File: src/verilog/sdlc_pkg.sv
/*
 * Shared constants for the serial converter load control block.
 * Assumes a single system clock at 50 MHz; all link pins are asynchronous to it.
 */
package sdlc_pkg;
    localparam int          CODE_WIDTH   = 12;
    localparam logic [11:0] CODE_RESET   = 12'h000;
    localparam logic [11:0] CODE_ZERO    = 12'h000;
    localparam int          SYNC_STAGES  = 2;
    localparam logic [2:0]  PIN_RESET    = 3'h7;
    localparam logic [1:0]  CTRL_RESET   = 2'h3;
    localparam int          CLOCK_NS     = 20;
endpackage

File: src/verilog/sdlc_top.sv
/*
 * Digital front end of a 12-bit converter: serial input register, converter
 * register, load strobe and clear, all sampled by the local 50 MHz clock.
 * Assumes link pins change no faster than every few clock periods.
 */
`timescale 1ns/1ps
// Contract
// - With select low, clear and load high, shift clock rising edge shifts data in.
// - Most significant bit arrives first and ends at the top of the word.
// - Both registers hold one 12-bit code.
// - Select is active low; when high, shift clock does nothing.
// - Select rising while shift clock low also shifts one bit.
// - Load strobe falling with select and clear high copies shift register.
// - Converter register follows shift register while load strobe is low.
// - Clear low zeroes the converter register, which keeps zero afterwards while load strobe stays high.
// - Shift register is separate, so preloading leaves the output alone.
module sdlc_top (
    // Clock and reset.
    input  wire logic        i_clock,
    input  wire logic        i_reset_n,
    // Serial link pins.
    input  wire logic        i_shift_clock,
    input  wire logic        i_serial_data_in,
    input  wire logic        i_select_n,
    // Control pins.
    input  wire logic        i_load_strobe_n,
    input  wire logic        i_clear_n,
    // Converter code and shift register view.
    output logic      [11:0] o_code,
    output logic      [11:0] o_shift_word
);
    // Synchronised pins, their previous samples and the next converter code.
    logic [2:0]  link_sync;
    logic [1:0]  ctrl_sync;
    logic        shift_clock_prev;
    logic        select_n_prev;
    logic        load_n_prev;
    logic [11:0] next_code;

    // Synchronised pin levels by name.
    wire sclk_s   = link_sync[2];
    wire data_s   = link_sync[1];
    wire sel_n_s  = link_sync[0];
    wire load_n_s = ctrl_sync[1];
    wire clear_n_s = ctrl_sync[0];

    // Link pins pass two flip-flops before any logic reads them.
    sdlc_sync #(.WIDTH(3), .RESET_VALUE(sdlc_pkg::PIN_RESET)) u_link_sync (
        .i_clock   (i_clock),
        .i_reset_n (i_reset_n),
        .i_async   ({i_shift_clock, i_serial_data_in, i_select_n}),
        .o_sync    (link_sync)
    );
    sdlc_sync #(.WIDTH(2), .RESET_VALUE(sdlc_pkg::CTRL_RESET)) u_ctrl_sync (
        .i_clock   (i_clock),
        .i_reset_n (i_reset_n),
        .i_async   ({i_load_strobe_n, i_clear_n}),
        .o_sync    (ctrl_sync)
    );

    // Rising-edge test on a synchronised level and its previous sample.
    // Edges are found on sampled levels, so each pin level must stand three clocks or more.
    function automatic logic sdlc_rise(input logic now_level, input logic last_level);
        return now_level & ~last_level;
    endfunction

    // Edge decode; select and shift clock act as one gated clock.
    wire sclk_rise  = sdlc_rise(sclk_s, shift_clock_prev);
    wire sel_rise   = sdlc_rise(sel_n_s, select_n_prev);
    wire gate_ok    = clear_n_s & load_n_s;
    wire shift_edge = gate_ok & ((sclk_rise & ~sel_n_s)
                    | (sel_rise & ~sclk_s & ~shift_clock_prev));
    wire load_fall  = sdlc_rise(load_n_prev, load_n_s);
    // A falling edge copies only with select high; the low level after it copies always.
    wire load_act   = ~load_n_s & (sel_n_s | ~load_fall);

    // Clear has priority, then the strobe; otherwise hold.
    assign next_code = !clear_n_s ? sdlc_pkg::CODE_ZERO
                     : load_act   ? o_shift_word
                     : o_code;

    // Edge history of the synchronised pins.
    always_ff @(posedge i_clock or negedge i_reset_n) begin
        if (!i_reset_n) begin
            shift_clock_prev <= 1'b1;
            select_n_prev    <= 1'b1;
            load_n_prev      <= 1'b1;
        end else begin
            shift_clock_prev <= sclk_s;
            select_n_prev    <= sel_n_s;
            load_n_prev      <= load_n_s;
        end
    end

    // Shift register: MSB first, older bits fall off the top.
    always_ff @(posedge i_clock or negedge i_reset_n) begin
        if (!i_reset_n) begin
            o_shift_word <= sdlc_pkg::CODE_RESET;
        end else if (shift_edge) begin
            o_shift_word <= {o_shift_word[10:0], data_s};
        end
    end

    // Converter register.
    always_ff @(posedge i_clock or negedge i_reset_n) begin
        if (!i_reset_n) begin
            o_code <= sdlc_pkg::CODE_RESET;
        end else begin
            o_code <= next_code;
        end
    end

    // Checks on the synchronised pins; the async reset disables them all.
    // The oldest bit leaves at the top, so only the last twelve remain.
    property p_top_bit;
        @(posedge i_clock) disable iff (!i_reset_n)
        shift_edge |=> o_shift_word[11] == $past(o_shift_word[10]);
    endproperty
    a_top_bit: assert property (p_top_bit) else $error("Top bit not discarded.");

    // With no edge decoded the serial input register must not move at all.
    property p_stray;
        @(posedge i_clock) disable iff (!i_reset_n)
        !shift_edge |=> $stable(o_shift_word);
    endproperty
    a_stray: assert property (p_stray) else $error("Stray shift.");

    // Every shift moves the word up one place and takes the new bit at the bottom.
    property p_shift;
        @(posedge i_clock) disable iff (!i_reset_n)
        shift_edge |=> o_shift_word == {$past(o_shift_word[10:0]), $past(data_s)};
    endproperty
    a_shift: assert property (p_shift) else $error("Shift did not advance.");

    // Select high on two samples in a row means no edge of either kind.
    property p_idle;
        @(posedge i_clock) disable iff (!i_reset_n)
        (sel_n_s && select_n_prev) |=> $stable(o_shift_word);
    endproperty
    a_idle: assert property (p_idle) else $error("Shift while deselected.");

    // Raising select while the shift clock is high must not add a bit.
    property p_late_sel;
        @(posedge i_clock) disable iff (!i_reset_n)
        (sel_rise && sclk_s) |=> $stable(o_shift_word);
    endproperty
    a_late_sel: assert property (p_late_sel) else $error("Extra select shift.");

    // Clear low or strobe low refuses every shift.
    property p_refused;
        @(posedge i_clock) disable iff (!i_reset_n)
        (!clear_n_s || !load_n_s) |=> $stable(o_shift_word);
    endproperty
    a_refused: assert property (p_refused) else $error("Shift while refused.");

    // A select rising edge with the shift clock parked low counts as a clock.
    property p_select_edge;
        @(posedge i_clock) disable iff (!i_reset_n)
        (sel_rise && !sclk_s && !shift_clock_prev && gate_ok)
            |=> o_shift_word[0] == $past(data_s);
    endproperty
    a_select_edge: assert property (p_select_edge) else $error("Select edge lost.");

    // The falling edge of the strobe copies the serial word while deselected.
    property p_load;
        @(posedge i_clock) disable iff (!i_reset_n)
        (load_fall && sel_n_s && clear_n_s) |=> o_code == $past(o_shift_word);
    endproperty
    a_load: assert property (p_load) else $error("Load did not copy.");

    // Once the strobe has been low a sample, the code follows the serial word.
    property p_transparent;
        @(posedge i_clock) disable iff (!i_reset_n)
        (!load_n_s && !load_fall && clear_n_s) |=> o_code == $past(o_shift_word);
    endproperty
    a_transparent: assert property (p_transparent) else $error("Code not transparent.");

    // With the strobe and clear high the converter register only holds.
    property p_hold;
        @(posedge i_clock) disable iff (!i_reset_n)
        (load_n_s && clear_n_s) |=> o_code == $past(o_code);
    endproperty
    a_hold: assert property (p_hold) else $error("Code changed while latched.");

    // Clear low forces zero regardless of anything else.
    property p_clear;
        @(posedge i_clock) disable iff (!i_reset_n)
        !clear_n_s |=> o_code == sdlc_pkg::CODE_ZERO;
    endproperty
    a_clear: assert property (p_clear) else $error("Clear did not zero.");

    // Clear released with the strobe high keeps the zeros in place.
    property p_clear_release;
        @(posedge i_clock) disable iff (!i_reset_n)
        ($past(!clear_n_s) && clear_n_s && load_n_s) |=> o_code == sdlc_pkg::CODE_ZERO;
    endproperty
    a_clear_release: assert property (p_clear_release) else $error("Zero not kept.");

    // Clear beats a low strobe, so a stale word cannot leak out.
    property p_clear_wins;
        @(posedge i_clock) disable iff (!i_reset_n)
        (!clear_n_s && !load_n_s) |=> o_code == sdlc_pkg::CODE_ZERO;
    endproperty
    a_clear_wins: assert property (p_clear_wins) else $error("Load beat clear.");

    // Shifting a new word in never disturbs the applied code.
    property p_preload;
        @(posedge i_clock) disable iff (!i_reset_n)
        (shift_edge && load_n_s) |=> o_code == $past(o_code);
    endproperty
    a_preload: assert property (p_preload) else $error("Preload moved code.");

    // Main scenarios: shift, select edge, load, follow and clear.
    c_shift: cover property (@(posedge i_clock) disable iff (!i_reset_n) shift_edge);
    c_load:  cover property (@(posedge i_clock) disable iff (!i_reset_n) load_fall && sel_n_s);
    c_clear: cover property (@(posedge i_clock) disable iff (!i_reset_n) !clear_n_s);
    c_select: cover property (@(posedge i_clock) disable iff (!i_reset_n) sel_rise && shift_edge);
    c_follow: cover property (@(posedge i_clock) disable iff (!i_reset_n) !load_n_s && clear_n_s);
endmodule // sdlc_top

File: src/verilog/sdlc_sync.sv
/*
 * Two-stage synchroniser for a group of asynchronous pins.
 * Assumes the pins change slower than the sampling clock.
 */
`timescale 1ns/1ps
module sdlc_sync #(
    parameter int          WIDTH      = 1,
    parameter logic [WIDTH-1:0] RESET_VALUE = '0
) (
    // Clock and reset.
    input  wire logic             i_clock,
    input  wire logic             i_reset_n,
    // Pins in, synchronised levels out.
    input  wire logic [WIDTH-1:0] i_async,
    output logic      [WIDTH-1:0] o_sync
);
    logic [WIDTH-1:0] stage_one;

    // The first stage feeds only the second, so metastability never reaches logic.
    always_ff @(posedge i_clock or negedge i_reset_n) begin
        if (!i_reset_n) begin
            stage_one <= RESET_VALUE;
            o_sync    <= RESET_VALUE;
        end else begin
            stage_one <= i_async;
            o_sync    <= stage_one;
        end
    end
endmodule // sdlc_sync

File: config.mk
export PLATFORM = sky130hd
export DESIGN_NAME = sdlc_top
export DESIGN_NICKNAME = d
export VERILOG_FILES = /design/src/verilog/sdlc_pkg.sv /design/src/verilog/sdlc_top.sv /design/src/verilog/sdlc_sync.sv
export SDC_FILE = /design/constraint.sdc
export NUM_CORES = 1
export LEC_CHECK = 0
export ABC_AREA = 1
export BUFFER_PORTS_ARGS = -buffer_cell sky130_fd_sc_hd__buf_2
export CORE_ASPECT_RATIO = 0.8
export CORE_MARGIN = 2
export CORE_UTILIZATION = 43
export DETAILED_ROUTE_END_ITERATION = 8
export GPL_TIMING_DRIVEN = 0
export PLACE_DENSITY = 0.65
export SLEW_MARGIN = 20
export SYNTH_ARGS = -nofsm -noshare
export SYNTH_HDL_FRONTEND = slang
export SYNTH_SLANG_ARGS = --single-unit
File: constraint.sdc
create_clock -name i_clock -period 1.3 [get_ports i_clock]
set_input_delay 0.26 -clock i_clock [delete_from_list [all_inputs] [get_ports i_clock]]
set_output_delay 0.26 -clock i_clock [all_outputs]
set_load 0.02 [all_outputs]
==> key figures <==
Timing
  – Final setup violation count: 0
  – Final number of hold-violating endpoints: 0
  – Final min period: 1235 ps
  – Rel. slew slack: between 40% and 50%
  – Final Cycle Share: a little over nine tenths
  – Pin slew with the least headroom to its limit: around 800 ps
  – Max Slew Vio Count: 0
  – Final clock skew: roughly 7.8 ps
  – FMAX: approximately 800 MHz

GRT
  – Met3 Use GR: under 10%
  – Met1 Use GR: ~17%
  – GR met2 Demand/Resource: about a quarter
  – GRT busiest layer: met2
  – Total GRT Usage: roughly 15%
  – Number of global-route vias before repair: 970
  – Largest net degree at the start of global routing: 38
  – Global-route wire length before repair: approximately 4500 um
  – Antenna violations before repair: 0
  – Total grt overflow: 0

Yosys
  – Cells after Synth: ~130
  – Syn Area/Cell: roughly 11 um^2
  – Synthesized cell area: approximately 1500 um^2
  – Number of synthesized register bits: 37
  – Syn Nets: about 140
  – Post-synthesis sequential area ratio: about 65%
  – Yosys cell types: 14
  – Warnings, synthesis: 0

Routing
  – Drt total wl: ~2700 um
  – 1st-iter DRT viols: 38
  – Drt first pass iters: 4
  – Post-detailed-route wirelength per cell: around 13 um
  – Residual DRC: 0
  – DR vias/cell: roughly 4.7
  – Post-route ant nets: 0
  – Via count: between 1,000 and 1,500

Die
  – Die height: between 50 and 60 um
  – Initial core utilization: around 46%
  – Rows: 18
  – Die ar.: approximately 3900 um^2
  – Die Wd: between 60 and 70 um
  – IO Count: 31
  – Core area: 3153 um^2

Worst hold path
  – HP Class: in2async

Clocking
  – Clock Latency Late Sink: around 280 ps
  – H-tree Lvls: 2
  – TritonCTS Sinks: 37
  – Clk buf depth: 2
  – CTS Buf Count: 5
  – Clock slew at reported path FFs: ~70 ps
  – CTS Root Cell: clkbuf_8
  – TritonCTS clock tree: built

Job
  – Max-capacitance violation count: 0

Worst setup path
  – R2R Path End: o_shift_word[5]$_DFFE_PN0P_
  – Worst setup path start: u_ctrl_sync.o_sync[1]$_DFF_PN1_
  – Slowest cell on the critical path: dfstp_2
  – Worst Reg2Reg Path Length in Cells: 6
  – Reg-to-Reg Start: u_ctrl_sync.o_sync[1]$_DFF_PN1_
  – Max stage delay on crit path: approximately 590 ps
  – CP dominant cell by count: nand2_1
  – Setup crit end kind: flip-flop
  – CP cell instances: nand2_2 > nor2_4 > nand3_4 > buf_6 > nand2_1 > nand2_1
  – CP arrival: between 1000 and 1500 ps
  – Flop-to-flop setup slack: ~65 ps
  – CP required: about 1500 ps
  – Crit start category: flip-flop
  – Critical path type: reg2reg
  – Worst Path Max Fanout: 10

Place
  – Placed cell count: 202
  – Final HPWL DP: 1907 um
  – Final GP Congestion: around 0.78
  – PortBufs: 30

Final layout
  – Fillers: approximately 280
  – # nets final: about 180
  – P&R area growth vs syn: 23.18%
  – Share of cells above drive strength 1: a little under half
  – Final core utilization: a little under three fifths
  – Diode count: 0
  – Non-Filler Instances: 213

Status
  – Status: complete, no violations

Pwr
  – Pwr/cell area: 1336 nW/um^2
  – Max VDD drop: between 800 and 900 uV
  – Leakage: 0.9717 nW
[worst max-delay path, delay by kind of cell, from the launching register on]
family	cells	cell delay (ps)
and+or+nand+nor	5	380
buffers and inverters	1	140
DFF	1	590
[state kept, by name, summed over array words and instances (netlist names)]
| register | flops |
|---|---|
| load_n_prev | 1 |
| o_code | 12 |
| o_shift_word | 12 |
| select_n_prev | 1 |
| shift_clock_prev | 1 |
| u_ctrl_sync.o_sync | 2 |
| u_ctrl_sync.stage_one | 2 |
| u_link_sync.o_sync | 3 |
| u_link_sync.stage_one | 3 |
[timing repair]
item | CTS | global route
endpoints found under the setup margin | 9 | 16
pin swaps | 0 | 2
endpoints found under the hold margin | 0 | 0
buffers inserted | 2 | 2
hold buffers | 0 | 0
resized for setup | 0 | 5
[synth_stat cells, drive strengths merged]
library cell	number	share of area [%]
nand2	40	10
nand3	38	17
nor2	2	1.2
a21oi	1	0.60
dfrtp	24	41
dfstp	13	23
buf	8	4.4
inv	6	1.5
[cells by family after synthesis]
group	count (synthesis)	share of synthesized area [%]
AO/OA/AOI/OAI	1	0.6010
buffers and inverters	14	5.922
flip-flops	37	64.64
AND/OR/NAND/NOR	80	28.84
[per-stage QoR]
| step | power [mW] | instance area, um^2 | setup TNS (ps) | hold slack, ps | setup slack [ps] |
|---|---|---|---|---|---|
| floorplan | 1.487 | 1458 | 0 | -35.59 | 99.21 |
| detailed placement | 1.615 | 1658 | -26.62 | 347.9 | -14.18 |
| global placement | 1.604 | 1658 | 0 | 345.5 | 26.91 |
| CTS | 2.419 | 1755 | 0 | 68.89 | 28.80 |
| global route | 2.513 | 1795 | -3.520 | 61.55 | -3.520 |
| finish | 2.399 | 1795 | 0 | 62.42 | 64.66 |
[area by class of cell]
cell class              instances  area (um^2)  share of cell area (%)
well taps                      40        50.05                   2.787
clock buffers                   8        90.09                   5.017
flip-flops and latches         37        942.2                   52.47
inverters                       6        22.52                   1.254
repair buffers                 34        180.2                   10.03
multi-input cells              81        451.7                   25.16
plain buffers                   7        58.81                   3.275
[cells in the final DEF (no fill, tap or decap), drive strengths merged]
master	n
a21oi	1
buf	40
clkbuf	9
dfrtp	24
dfstp	13
inv	6
nand2	40
nand3	38
nor2	2
[report_power, final]
part / total (mW) / switching (mW) / internal [mW]
clock network: 0.798 / 0.366 / 0.432
registers: 1.31 / 0.0697 / 1.24
logic: 0.290 / 0.192 / 0.0978
total: 2.40 / 0.628 / 1.77
[routing by layer]
layer	vias up	share of wire (%)
li1	506	-
met1	478	44
met2	22	50
met3	4	5.1
met4	0	1.1
met5	-	0
[how the worst max path moves through the flow]
stage                                       end  cells past startpoint
floorplan           o_shift_word[7]$_DFFE_PN0P_                      7
global placement    o_shift_word[2]$_DFFE_PN0P_                      7
detailed placement  o_shift_word[5]$_DFFE_PN0P_                      7
CTS                      o_code[10]$_DFFE_PN0P_                      6
global route        o_shift_word[2]$_DFFE_PN0P_                      6
finish              o_shift_word[5]$_DFFE_PN0P_                      6
Power figures use the tool's default switching activity.
